## src/eq_pkg.sv

```systemverilog
// Notes on behaviour
// [RULE1] each lane: 32 serial or 18 pin levels
// [RULE2] mute lane while amplitude below threshold
// [RULE3] muted output held at common mode
// [RULE4] carrier absent follows the mute signal
// [RULE5] fixed boost, valid from first bit
// [RULE6] serial bits shift in; registers override pins
// [RULE7] serial out repeats input 21 clocks later
// [RULE8] pin word: A most, C least significant
// [RULE9] mode high allows serial programming
// [RULE10] mode low clears registers, pins rule
// [RULE11] unused serial port: hold mode low
// [RULE12] enable low only during shifting load
// [RULE13] data sampled on serial clock rising edge
// [RULE14] controller serial clock 10 to 20 MHz
// [RULE15] register 1 set selects register boost
// [RULE16] five-bit lane words, lowest register is LSB
// [RULE17] registers zero after power-up
// [RULE18] A two-state, B/C three-state, 18-entry lookup
// [RULE19] new values take effect at enable high
// [RULE20] register 21 bit first, register 1 last
package eq_pkg;

  // ------------------------------------------------------------
  // lanes and register chain
  // ------------------------------------------------------------
  localparam int LANES = 4;
  localparam int BOOST_W = 5;
  localparam int REG_COUNT = 21;
  localparam int OVERRIDE_POS = 0;
  localparam int LANE_BASE = 1;
  localparam logic [REG_COUNT-1:0] REG_RESET = 21'h000000;
  localparam int PIN_LEVEL_W = 2;
  localparam logic [1:0] PIN_LOW = 2'h0;
  localparam logic [1:0] PIN_MID = 2'h1;
  localparam logic [1:0] PIN_HIGH = 2'h2;

  // ------------------------------------------------------------
  // timing
  // ------------------------------------------------------------
  localparam int CLK_PERIOD_NS = 20;
  localparam int SER_HIGH_NS = 40;
  localparam int SER_LOW_NS = 60;
  localparam int SER_HIGH_CYC = (SER_HIGH_NS + CLK_PERIOD_NS - 1) / CLK_PERIOD_NS;
  localparam int SER_LOW_CYC = (SER_LOW_NS + CLK_PERIOD_NS - 1) / CLK_PERIOD_NS;

  // ------------------------------------------------------------
  // controller register map
  // ------------------------------------------------------------
  localparam logic [7:0] CTRL_OFS = 8'h00;
  localparam logic [7:0] FRAME_OFS = 8'h04;
  localparam logic [7:0] STATUS_OFS = 8'h08;
  localparam logic [7:0] ECHO_OFS = 8'h0c;
  localparam int MODE_BIT = 0;
  localparam int START_BIT = 1;
  localparam int BUSY_BIT = 0;
  localparam logic [1:0] RESP_OKAY = 2'h0;
  localparam logic [1:0] RESP_SLVERR = 2'h2;

  // ternary digit value, an unused fourth code counts as high
  function automatic logic [4:0] digit(input logic [1:0] p);
    digit = (p == PIN_LOW) ? 5'h00 : (p == PIN_MID) ? 5'h01 : 5'h02;
  endfunction : digit

  // pin word to one of 18 serial levels
  function automatic logic [BOOST_W-1:0] pin_boost(input logic [1:0] a, input logic [1:0] b,
                                                    input logic [1:0] c);
    logic [4:0] idx;
    idx = ((a != PIN_LOW) ? 5'h09 : 5'h00) + 5'(digit(b) * 5'h03) + digit(c);
    case (idx)
      5'h00: pin_boost = 5'h00;
      5'h01: pin_boost = 5'h02;
      5'h02: pin_boost = 5'h04;
      5'h03: pin_boost = 5'h06;
      5'h04: pin_boost = 5'h08;
      5'h05: pin_boost = 5'h0a;
      5'h06: pin_boost = 5'h0c;
      5'h07: pin_boost = 5'h0e;
      5'h08: pin_boost = 5'h0f;
      5'h09: pin_boost = 5'h10;
      5'h0a: pin_boost = 5'h11;
      5'h0b: pin_boost = 5'h13;
      5'h0c: pin_boost = 5'h15;
      5'h0d: pin_boost = 5'h17;
      5'h0e: pin_boost = 5'h18;
      5'h0f: pin_boost = 5'h1a;
      5'h10: pin_boost = 5'h1c;
      default: pin_boost = 5'h1f;
    endcase
  endfunction : pin_boost

endpackage : eq_pkg

```

## src/eq_link_if.sv

```systemverilog
`timescale 1ns/100ps
// serial programming link between controller and equalizer
interface eq_link_if;
  logic ser_clk;
  logic ser_in;
  logic ser_enable_n;
  logic mode;
  logic ser_out;

  modport device (
    input ser_clk,
    input ser_in,
    input ser_enable_n,
    input mode,
    output ser_out
  );

  modport host (
    output ser_clk,
    output ser_in,
    output ser_enable_n,
    output mode,
    input ser_out
  );
endinterface : eq_link_if

```

## src/eq_controller.sv

```systemverilog
`timescale 1ns/100ps
module eq_controller
  import eq_pkg::*;
#(
  parameter int ADDR_W = 8
) (
  // clock and control
  input wire logic aclk,
  input wire logic aresetn,
  input wire logic ce,
  // axi4-lite write
  input wire logic [ADDR_W-1:0] s_axi_awaddr,
  input wire logic s_axi_awvalid,
  output logic s_axi_awready,
  input wire logic [31:0] s_axi_wdata,
  input wire logic [3:0] s_axi_wstrb,
  input wire logic s_axi_wvalid,
  output logic s_axi_wready,
  output logic [1:0] s_axi_bresp,
  output logic s_axi_bvalid,
  input wire logic s_axi_bready,
  // axi4-lite read
  input wire logic [ADDR_W-1:0] s_axi_araddr,
  input wire logic s_axi_arvalid,
  output logic s_axi_arready,
  output logic [31:0] s_axi_rdata,
  output logic [1:0] s_axi_rresp,
  output logic s_axi_rvalid,
  input wire logic s_axi_rready,
  // serial link
  eq_link_if.host link
);
  if (ADDR_W < 8) begin : g_bad_addr
    $error("ADDR_W must be at least 8");
  end

  typedef enum {IDLE, LOW, HIGH, TAIL} ser_state_e;

  // ------------------------------------------------------------
  // bus slave and serial engine state
  // ------------------------------------------------------------
  logic aw_have_r, aw_have_nxt, w_have_r, w_have_nxt;
  logic awready_r, awready_nxt, wready_r, wready_nxt;
  logic bvalid_r, bvalid_nxt, arready_r, arready_nxt, rvalid_r, rvalid_nxt;
  logic [1:0] bresp_r, bresp_nxt, rresp_r, rresp_nxt;
  logic [7:0] awaddr_r, awaddr_nxt;
  logic [31:0] wdata_r, wdata_nxt, rdata_r, rdata_nxt;
  logic mode_r, mode_nxt;
  logic [REG_COUNT-1:0] frame_r, frame_nxt, echo_r, echo_nxt, tx_r, tx_nxt;
  ser_state_e st_r, st_nxt;
  logic [3:0] cnt_r, cnt_nxt;
  logic [4:0] bit_r, bit_nxt;
  logic sclk_r, sclk_nxt, din_r, din_nxt, enb_n_r, enb_n_nxt;
  logic so_s;
  logic start;

  // echo from the device is another clock domain
  sync2 #(.W(1)) u_echo_sync (
    .aclk(aclk),
    .aresetn(aresetn),
    .ce(ce),
    .d(link.ser_out),
    .q(so_s)
  );

  // next values of bus and engine
  always_comb begin
    aw_have_nxt = aw_have_r;
    w_have_nxt = w_have_r;
    awaddr_nxt = awaddr_r;
    wdata_nxt = wdata_r;
    bvalid_nxt = bvalid_r;
    bresp_nxt = bresp_r;
    rvalid_nxt = rvalid_r;
    rresp_nxt = rresp_r;
    rdata_nxt = rdata_r;
    mode_nxt = mode_r;
    frame_nxt = frame_r;
    start = 1'b0;
    if (s_axi_awvalid && awready_r) begin
      aw_have_nxt = 1'b1;
      awaddr_nxt = s_axi_awaddr[7:0];
    end
    if (s_axi_wvalid && wready_r) begin
      w_have_nxt = 1'b1;
      wdata_nxt = s_axi_wdata;
    end
    if (bvalid_r && s_axi_bready) begin
      bvalid_nxt = 1'b0;
    end
    // write commits once both halves are held
    if (aw_have_r && w_have_r && !bvalid_r) begin
      aw_have_nxt = 1'b0;
      w_have_nxt = 1'b0;
      bvalid_nxt = 1'b1;
      bresp_nxt = RESP_OKAY;
      if (awaddr_r == CTRL_OFS) begin
        // [RULE11] mode stays low until software raises it
        mode_nxt = wdata_r[MODE_BIT];
        start = wdata_r[START_BIT];
      end else if (awaddr_r == FRAME_OFS) begin
        frame_nxt = wdata_r[REG_COUNT-1:0];
      end else if (awaddr_r != STATUS_OFS && awaddr_r != ECHO_OFS) begin
        bresp_nxt = RESP_SLVERR;
      end
    end
    awready_nxt = !aw_have_nxt && !bvalid_nxt;
    wready_nxt = !w_have_nxt && !bvalid_nxt;
    if (rvalid_r && s_axi_rready) begin
      rvalid_nxt = 1'b0;
    end
    if (s_axi_arvalid && arready_r) begin
      rvalid_nxt = 1'b1;
      rresp_nxt = RESP_OKAY;
      rdata_nxt = '0;
      unique case (s_axi_araddr[7:0])
        CTRL_OFS: rdata_nxt[MODE_BIT] = mode_r;
        FRAME_OFS: rdata_nxt[REG_COUNT-1:0] = frame_r;
        STATUS_OFS: rdata_nxt[BUSY_BIT] = (st_r != IDLE);
        ECHO_OFS: rdata_nxt[REG_COUNT-1:0] = echo_r;
        default: rresp_nxt = RESP_SLVERR;
      endcase
    end
    arready_nxt = !rvalid_nxt;

    // serial engine; a start while busy is dropped
    st_nxt = st_r;
    cnt_nxt = cnt_r + 4'h1;
    bit_nxt = bit_r;
    tx_nxt = tx_r;
    echo_nxt = echo_r;
    sclk_nxt = sclk_r;
    din_nxt = din_r;
    enb_n_nxt = enb_n_r;
    unique case (st_r)
      IDLE: begin
        cnt_nxt = '0;
        if (start && mode_nxt) begin
          // [RULE12] enable low for the whole load
          enb_n_nxt = 1'b0;
          // [RULE20] register 21 bit goes first
          tx_nxt = frame_r;
          din_nxt = frame_r[REG_COUNT-1];
          bit_nxt = '0;
          st_nxt = LOW;
        end
      end
      LOW: begin
        if (cnt_r == 4'(SER_LOW_CYC - 1)) begin
          // [RULE13] data stood a whole low phase
          sclk_nxt = 1'b1;
          cnt_nxt = '0;
          st_nxt = HIGH;
        end
      end
      HIGH: begin
        if (cnt_r == 4'(SER_HIGH_CYC - 1)) begin
          // old contents shift back out, oldest register first;
          // taken at the fall, as the echo lags the device shift by two syncs
          echo_nxt = {echo_r[REG_COUNT-2:0], so_s};
          // [RULE14] 40 ns high plus 60 ns low gives 10 MHz
          sclk_nxt = 1'b0;
          cnt_nxt = '0;
          if (bit_r == 5'(REG_COUNT - 1)) begin
            st_nxt = TAIL;
          end else begin
            bit_nxt = bit_r + 5'h01;
            tx_nxt = {tx_r[REG_COUNT-2:0], 1'b0};
            din_nxt = tx_r[REG_COUNT-2];
            st_nxt = LOW;
          end
        end
      end
      TAIL: begin
        if (cnt_r == 4'(SER_LOW_CYC - 1)) begin
          enb_n_nxt = 1'b1;
          st_nxt = IDLE;
        end
      end
    endcase
  end

  // all state registered here
  always_ff @(posedge aclk) begin
    if (!aresetn) begin
      aw_have_r <= 1'b0;
      w_have_r <= 1'b0;
      awready_r <= 1'b0;
      wready_r <= 1'b0;
      bvalid_r <= 1'b0;
      bresp_r <= RESP_OKAY;
      arready_r <= 1'b0;
      rvalid_r <= 1'b0;
      rresp_r <= RESP_OKAY;
      rdata_r <= '0;
      awaddr_r <= '0;
      wdata_r <= '0;
      mode_r <= 1'b0;
      frame_r <= REG_RESET;
      echo_r <= REG_RESET;
      tx_r <= REG_RESET;
      st_r <= IDLE;
      cnt_r <= '0;
      bit_r <= '0;
      sclk_r <= 1'b0;
      din_r <= 1'b0;
      enb_n_r <= 1'b1;
    end else if (ce) begin
      aw_have_r <= aw_have_nxt;
      w_have_r <= w_have_nxt;
      awready_r <= awready_nxt;
      wready_r <= wready_nxt;
      bvalid_r <= bvalid_nxt;
      bresp_r <= bresp_nxt;
      arready_r <= arready_nxt;
      rvalid_r <= rvalid_nxt;
      rresp_r <= rresp_nxt;
      rdata_r <= rdata_nxt;
      awaddr_r <= awaddr_nxt;
      wdata_r <= wdata_nxt;
      mode_r <= mode_nxt;
      frame_r <= frame_nxt;
      echo_r <= echo_nxt;
      tx_r <= tx_nxt;
      st_r <= st_nxt;
      cnt_r <= cnt_nxt;
      bit_r <= bit_nxt;
      sclk_r <= sclk_nxt;
      din_r <= din_nxt;
      enb_n_r <= enb_n_nxt;
    end
  end

  // outputs from flops
  assign s_axi_awready = awready_r;
  assign s_axi_wready = wready_r;
  assign s_axi_bvalid = bvalid_r;
  assign s_axi_bresp = bresp_r;
  assign s_axi_arready = arready_r;
  assign s_axi_rvalid = rvalid_r;
  assign s_axi_rresp = rresp_r;
  assign s_axi_rdata = rdata_r;
  assign link.ser_clk = sclk_r;
  assign link.ser_in = din_r;
  assign link.ser_enable_n = enb_n_r;
  assign link.mode = mode_r;

endmodule : eq_controller

```

## src/sync2.sv

```systemverilog
`timescale 1ns/100ps
module sync2 #(
  parameter int W = 1
) (
  // clock and control
  input wire logic aclk,
  input wire logic aresetn,
  input wire logic ce,
  // asynchronous in, synchronous out
  input wire logic [W-1:0] d,
  output logic [W-1:0] q
);
  logic [W-1:0] meta_r;
  logic [W-1:0] q_r;

  // first stage is read only by the second
  always_ff @(posedge aclk) begin
    if (!aresetn) begin
      meta_r <= '0;
      q_r <= '0;
    end else if (ce) begin
      meta_r <= d;
      q_r <= meta_r;
    end
  end

  assign q = q_r;
endmodule : sync2

```

## src/flat_wrapper.sv

```systemverilog
// flat-port wrapper written by rule: the top's interface ports become plain ports
module eq_controller_flat import eq_pkg::*;
#(
  parameter int ADDR_W = 8
)
  (aclk, aresetn, ce, s_axi_awaddr, s_axi_awvalid, s_axi_awready, s_axi_wdata, s_axi_wstrb, s_axi_wvalid, s_axi_wready, s_axi_bresp, s_axi_bvalid, s_axi_bready, s_axi_araddr, s_axi_arvalid, s_axi_arready, s_axi_rdata, s_axi_rresp, s_axi_rvalid, s_axi_rready, link_ser_clk, link_ser_in, link_ser_enable_n, link_mode, link_ser_out);
  eq_link_if link_i ();
  input wire logic aclk;
  input wire logic aresetn;
  input wire logic ce;
  input wire logic [ADDR_W-1:0] s_axi_awaddr;
  input wire logic s_axi_awvalid;
  output logic s_axi_awready;
  input wire logic [31:0] s_axi_wdata;
  input wire logic [3:0] s_axi_wstrb;
  input wire logic s_axi_wvalid;
  output logic s_axi_wready;
  output logic [1:0] s_axi_bresp;
  output logic s_axi_bvalid;
  input wire logic s_axi_bready;
  input wire logic [ADDR_W-1:0] s_axi_araddr;
  input wire logic s_axi_arvalid;
  output logic s_axi_arready;
  output logic [31:0] s_axi_rdata;
  output logic [1:0] s_axi_rresp;
  output logic s_axi_rvalid;
  input wire logic s_axi_rready;
  output wire logic [$bits(link_i.ser_clk)-1:0] link_ser_clk;
  output wire logic [$bits(link_i.ser_in)-1:0] link_ser_in;
  output wire logic [$bits(link_i.ser_enable_n)-1:0] link_ser_enable_n;
  output wire logic [$bits(link_i.mode)-1:0] link_mode;
  input wire logic [$bits(link_i.ser_out)-1:0] link_ser_out;
  assign link_ser_clk = link_i.ser_clk;
  assign link_ser_in = link_i.ser_in;
  assign link_ser_enable_n = link_i.ser_enable_n;
  assign link_mode = link_i.mode;
  assign link_i.ser_out = link_ser_out;
  eq_controller #(.ADDR_W(ADDR_W)) u_core (.aclk(aclk), .aresetn(aresetn), .ce(ce), .s_axi_awaddr(s_axi_awaddr), .s_axi_awvalid(s_axi_awvalid), .s_axi_awready(s_axi_awready), .s_axi_wdata(s_axi_wdata), .s_axi_wstrb(s_axi_wstrb), .s_axi_wvalid(s_axi_wvalid), .s_axi_wready(s_axi_wready), .s_axi_bresp(s_axi_bresp), .s_axi_bvalid(s_axi_bvalid), .s_axi_bready(s_axi_bready), .s_axi_araddr(s_axi_araddr), .s_axi_arvalid(s_axi_arvalid), .s_axi_arready(s_axi_arready), .s_axi_rdata(s_axi_rdata), .s_axi_rresp(s_axi_rresp), .s_axi_rvalid(s_axi_rvalid), .s_axi_rready(s_axi_rready), .link(link_i));
endmodule
```

## config.mk

```make
export PLATFORM = sky130hd
export DESIGN_NAME = eq_controller_flat
export DESIGN_NICKNAME = d
export VERILOG_FILES = /design/src/eq_pkg.sv /design/src/eq_link_if.sv /design/src/eq_controller.sv /design/src/sync2.sv /design/src/flat_wrapper.sv
export SDC_FILE = /design/constraint.sdc
export NUM_CORES = 1
export LEC_CHECK = 0
export ABC_CLOCK_PERIOD_IN_PS = 6100
export BUFFER_PORTS_ARGS = -buffer_cell sky130_fd_sc_hd__buf_2
export CAP_MARGIN = 20
export CORE_ASPECT_RATIO = 1.1
export CORE_UTILIZATION = 62
export CTS_BUF_LIST = sky130_fd_sc_hd__clkbuf_8
export CTS_CLUSTER_DIAMETER = 40
export DETAILED_ROUTE_END_ITERATION = 6
export PLACE_DENSITY = 0.94
export SETUP_SLACK_MARGIN = 0.1
export SYNTH_ARGS = -nofsm -noshare
export SYNTH_HDL_FRONTEND = slang
export SYNTH_HIERARCHICAL = 1
export SYNTH_SLANG_ARGS = --single-unit
```

## constraint.sdc

```tcl
create_clock -name aclk -period 6.1 [get_ports aclk]
set_clock_uncertainty 0.15 [all_clocks]
set_input_delay 0.305 -clock aclk [delete_from_list [all_inputs] [get_ports aclk]]
set_output_delay 0.305 -clock aclk [all_outputs]
set_load 0.02 [all_outputs]
```

; ---- Word-level counts from Yosys, hierarchy flattened
; Index checks and enable logic that the tools add are counted.
[word_totals]
reg_bits = 170
in_bits = 61
output_inout_bits = 45
wordCells = 122
[op_classes]
n_addsub = 2
n_eq_ne = 17
muxes = 44
bitwise = 1
n_reduce_logical = 34
[op_table]
columns = op, count
row1 = 32-bit two-way mux, 4
row2 = 32-bit case mux with 4 select lines, 1
row3 = 20-bit case mux with 2 select lines, 2
row4 = "32-bit by 2-bit equality test with 1-bit output, second input constant", 2
row5 = 20-bit two-way mux, 3
row6 = "32-bit by 1-bit equality test with 1-bit output, second input constant", 1
row7 = 32-bit logical NOT, 1
row8 = 32-bit nonzero test, 1
row9 = 1-bit two-way mux, 18
row10 = "8-bit by 3-bit equality test with 1-bit output, second input constant", 2
row11 = "8-bit by 4-bit equality test with 1-bit output, second input constant", 2
row12 = 8-bit logical NOT, 2
row13 = "8-bit by 4-bit inequality test with 1-bit output, second input constant", 2
row14 = 5-bit two-way mux, 3
row15 = 4-bit case mux with 3 select lines, 1
row16 = 4-bit AND reduction, 3
row17 = 1-bit logical AND, 11
row18 = 2-bit two-way mux, 5
row19 = 5-bit case mux with 2 select lines, 1
row20 = 5-bit AND reduction, 2
row21 = 4-bit two-way mux, 2
row22 = "2-bit by 1-bit inequality test with 1-bit output, second input constant", 4
row23 = 2-bit AND reduction, 4
row24 = 1-bit case mux with 2 select lines, 3
row25 = 12 further kinds, 18

; ---- Longest topological paths before layout
[logic_depth]
word_depth = 6
mapped_depth = 7
depth_no_buf = 6

; ---- Modules after synthesis
; Netlist, hierarchy kept.
[modules_own_cells]
columns = module, n_inst, cells_each, area_per_inst_um2, seq_area_each_um2
row1 = eq_controller, 1, 663, 5836.8, 2722.6
row2 = sync2, 1, 6, 72.6, 40.0

; ---- Worst setup path after synthesis
; No wires, ideal clock.
[synth_path]
path_kind = reg-to-reg
from = register u_core.awaddr_r[0]
to = register u_core.bit_r[3]
setup_time_ps = 122
arrival_time_ps = 1833
required_ps = 5828
path_slack_ps = 3995
path_stages_with_launch = 6
path_buffers = 1
synth_period_minus_slack_ps = 2105
path_cell_list = dfxtp_1 or4_4 nor4_4 o2111ai_1 buf_6 a311o_1
[synth_via]
elab_chain_cells = 6
word_cells_on_any_way = 8
cone_classes = eq/ne: 1 / mux: 4 / reduce/logical: 3
[synth_rtl]
columns = item, line_no
row1 = start: declaration, eq_controller.sv:46  ; logic [7:0] awaddr_r, awaddr_nxt;
row2 = start signal: assignment, eq_controller.sv:219  ; awaddr_r <= awaddr_nxt;
row3 = 8-bit logical NOT *, eq_controller.sv:97  ; if (awaddr_r == CTRL_OFS) begin
row4 = 1-bit two-way mux, eq_controller.sv:97
row5 = 1-bit two-way mux, eq_controller.sv:92  ; if (aw_have_r && w_have_r && !bvalid_r) begin
row6 = 1-bit logical AND *, eq_controller.sv:138  ; if (start && mode_nxt) begin
row7 = 2-bit by 1-bit inequality test with 1-bit output (no source line) *, --
row8 = 5-bit AND reduction (no source line) *, --
row9 = end signal: assignment, eq_controller.sv:227  ; bit_r <= bit_nxt;
row10 = end: declaration, eq_controller.sv:52  ; logic [4:0] bit_r, bit_nxt;
; Mark *: on every way between the ends. The rest lies on a longest branch, timed or not.
; A chain may end at the register's enable or synchronous reset.

; ---- Worst setup path in the final report
[layout_path]
from = register u_core.cnt_r[0]
to = register u_core.bit_r[2]
[layout_via]
elab_chain_cells = 3
[layout_rtl]
columns = item, line_no
row1 = start: declaration, eq_controller.sv:51  ; logic [3:0] cnt_r, cnt_nxt;
row2 = start signal: assignment, eq_controller.sv:226  ; cnt_r <= cnt_nxt;
row3 = 4-bit by 1-bit equality test with 1-bit output, eq_controller.sv:157  ; if (cnt_r == 4'(SER_HIGH_CYC - 1)) begin
row4 = 2-bit by 1-bit inequality test with 1-bit output (no source line), --
row5 = 5-bit AND reduction (no source line), --
; No other way between the ends.

==> key figures <==
Die
  • Effective utilization at floorplan: 63.5%
  • Core Area: 0.00931 sq mm
  • Die ar.: 0.00993 sq mm
  • I/O pin count: 106
  • # rows: 37
  • Die span in y: 104 microns
  • Die Width: 95.1 microns

Synthesis
  • Seq cells post-synth: 138
  • Yosys warnings: 6
  • Average cell area after synthesis: 8.83 sq um
  • Post-synth EDFFs: 0
  • Async set-reset flop share out of synthesis: 0%
  • Yosys cell types: 49
  • Sequential area share after synthesis: 46.7%
  • Synth Instances: 669
  • Post-synth top flop: dfxtp_1
  • Netlist Area Pre-Place: 0.00591 sq mm

STA
  • Fmax achieved: 369 MHz
  • Tcrit/Tclk final: 44.4%
  • Setup Viol. Count Final: 0
  • Final worst slack: 3.39 ns
  • Post-route setup TNS: 0 ns
  • Worst rel slew slack: 25.3%
  • Worst-Margin Slew: 1.12 ns
  • Final Hold Fails: 0
  • RSZ-0062 raised after global routing: no
  • Fin crit period: 2.71 ns
  • Slew Viols, Final: 0

Worst setup path
  • Cell depth of the worst flop-to-flop path: 5
  • RR Startpoint: u_core/cnt_r[0]
  • Critical path class: flop to flop
  • FF-to-FF setup slack: 3.39 ns
  • Critical Path RT: 6.31 ns
  • WP data arrival: 2.91 ns
  • Worst setup SP type: flop
  • Setup crit end kind: flop
  • Critical Path Fanout Max: 23
  • Reg-to-Reg End: u_core/bit_r[2]

Routing
  • Post-route ant nets: 0
  • Met3 WL: 940 microns
  • # DRC: 0
  • DR vias/cell: 5.90
  • DR WL/cell: 17.2 microns
  • Highest layer used for signal routing: met4
  • DR vias: 5210
  • M1 WL: 5.96 mm
  • First-pass detailed-route iteration total: 6
  • 1st-iter DRT viols: 422
  • Met2 wire len: 7.87 mm
  • WL final: 15.2 mm

Placed design
  • Port bufs: 77
  • Place WS: 3.32 ns
  • Placer Congestion: 0.833
  • DP HPWL: 8.79 mm

Layout
  • Ant diodes: 0
  • Nets: 819
  • Share of layout cells above drive strength 1: 21.5%
  • Area grow syn2layout: 17.4%

GRT
  • Total GRT Usage: 32.3%
  • Number of global-route vias before repair: 5251
  • Initial antenna violation count: 0
  • Total gr overflow: 0
  • Pin count of the biggest net entering global routing: 69
  • First-pass GRT wire length: 24.8 mm

Worst hold path
  • Worst hold path class: input port to flop
  • Hold depth: 4
  • Hold path startpoint: s_axi_araddr[6]
  • Endpoint, Worst Hold: u_core/s_axi_rdata[0]

Clock tree
  • Max Root-Sink Buffers: 2
  • CTS Root Cell: clkbuf_8
  • Clk sinks: 138
  • TritonCTS clock tree: built
  • H-tree depth: 4
  • Hold buffers post-CTS: 32
  • Postcts setup bufs: 0
  • Reg clk slew, reported paths: 0.09 ns
  • Num CTS Buffers: 17
  • PostCTS Resize Cnt: 0
  • Clk Latency, worst-skew pair: 0.45 ns

Power and ir drop
  • Pwr/cell area: 252 mW/mm^2
  • VDD IR max: 0.214 mV
  • Lkg Pwr: 0.00295 uW

Status
  • Status: completed

Job
  • Max-cap violations: 0
[cells in the mapped netlist, types with 3 or more instances]
cell	instances	area (sq um)
nor4_1	5	31.3
nand3b_1	4	30.0
buf_2	3	15.0
nand3_1	9	45.0
mux2i_1	49	490
nand2_1	155	582
inv_1	10	37.5
mux2_2	40	450
nor3_1	6	30.0
buf_6	3	33.8
ha_1	5	62.6
dfxtp_1	138	2760
buf_4	13	97.6
clkbuf_1	38	143
a22oi_1	21	158
a21oi_1	60	300
nor2_1	53	199
or3b_2	3	26.3
nor2b_1	3	18.8
buf_1	3	11.3
a31oi_1	4	25.0
and3_1	3	18.8
o21ai_0	5	25.0
nand4_1	3	18.8
[cells by family after synthesis]
group	after synthesis	share of synthesized area, %
muxes	90	16.3
xor gates and xnor gates	3	0.445
buffers and inverters	70	5.72
adders and majority gates	5	1.06
and+or+nand+nor	257	18.9
AOI/OAI and AO/OA	105	10.8
other	1	0.0635
DFF	138	46.7
[layout make-up]
class                           count  area, sq um
Fill cell                         570         2370
Timing Repair Buffer              113          736
Multi-Input combinational cell    473         2870
Clock inverter                     15          154
Inverter                           10         37.5
Clock buffer                       17          234
Tap cell                          117          146
Sequential cell                   138         2760
[registers in the layout, summed over array words and instances (netlist names), 2 cells and up]
name,cells
u_core/awaddr_r,8
u_core/bit_r,5
u_core/cnt_r,4
u_core/echo_r,21
u_core/frame_r,21
u_core/s_axi_rdata,21
u_core/st_r,2
u_core/tx_r,20
u_core/wdata_r,21
[where the power goes]
group / internal (uW) / leakage (uW) / switching (uW)
Sequential: 908 / 0.00111 / 7.69
Combinational: 39.7 / 0.00164 / 60.3
Clock: 337 / 0.000195 / 394
[worst max path at each step]
stage | from | slack [ns] | end | cells after the start
after global placement | aresetn | 3.37 | u_core/bit_r[3] | 5
final | u_core/cnt_r[0] | 3.39 | u_core/bit_r[2] | 5
after floorplan | u_core/awaddr_r[0] | 4.00 | u_core/bit_r[3] | 5
after global routing | u_core/st_r[1] | 3.22 | u_core/bit_r[3] | 4
after CTS | u_core/cnt_r[0] | 3.44 | u_core/bit_r[2] | 5
after detailed placement | aresetn | 3.32 | u_core/bit_r[3] | 5
[layout by cell type, fill, tap and decap left out, drive strengths merged, types with 4 or more instances in the layout]
| cell type | instances |
|---|---|
| mux2 | 40 |
| clkbuf | 17 |
| nand3b | 4 |
| nor2 | 53 |
| a21oi | 60 |
| a22oi | 21 |
| a31oi | 4 |
| nand2 | 155 |
| nand3 | 9 |
| dlygate4sd3 | 32 |
| inv | 19 |
| nor3 | 6 |
| mux2i | 49 |
| conb | 13 |
| clkinv | 4 |
| nor4 | 6 |
| o21ai | 5 |
| ha | 5 |
| buf | 81 |
| dfxtp | 138 |
[per-layer routing]
layer / global-route usage (%) / vias to the layer above
met2: 54.3 / 236
met1: 37.2 / 2504
li1: - / 2422
met4: 16.1 / 0
met5: 0 / -
met3: 8.48 / 48
[worst max-delay path: stages (launching register included)]
cell	delay, ns
dfxtp_1	0.43
ha_1	0.23
or3b_2	0.52
nor2_2	0.84
a21oi_1	0.17
a311oi_1	0.27
[stage by stage]
stage          power [uW]  hold WS [ns]  area, sq um  std cells  utilization [%]
5_1_grt              1810        0.0303         6940        883             74.6
4_1_cts              1750        0.0231         6940        883             74.6
6_report             1750        0.0390         6940        883             74.6
3_5_place_dp         1020         0.297         6230        819             67.0
2_1_floorplan         995         0.281         5950        681                -
3_3_place_gp         1010         0.286         6230        819             67.0
No activity file was read; power rests on OpenSTA's default activity.
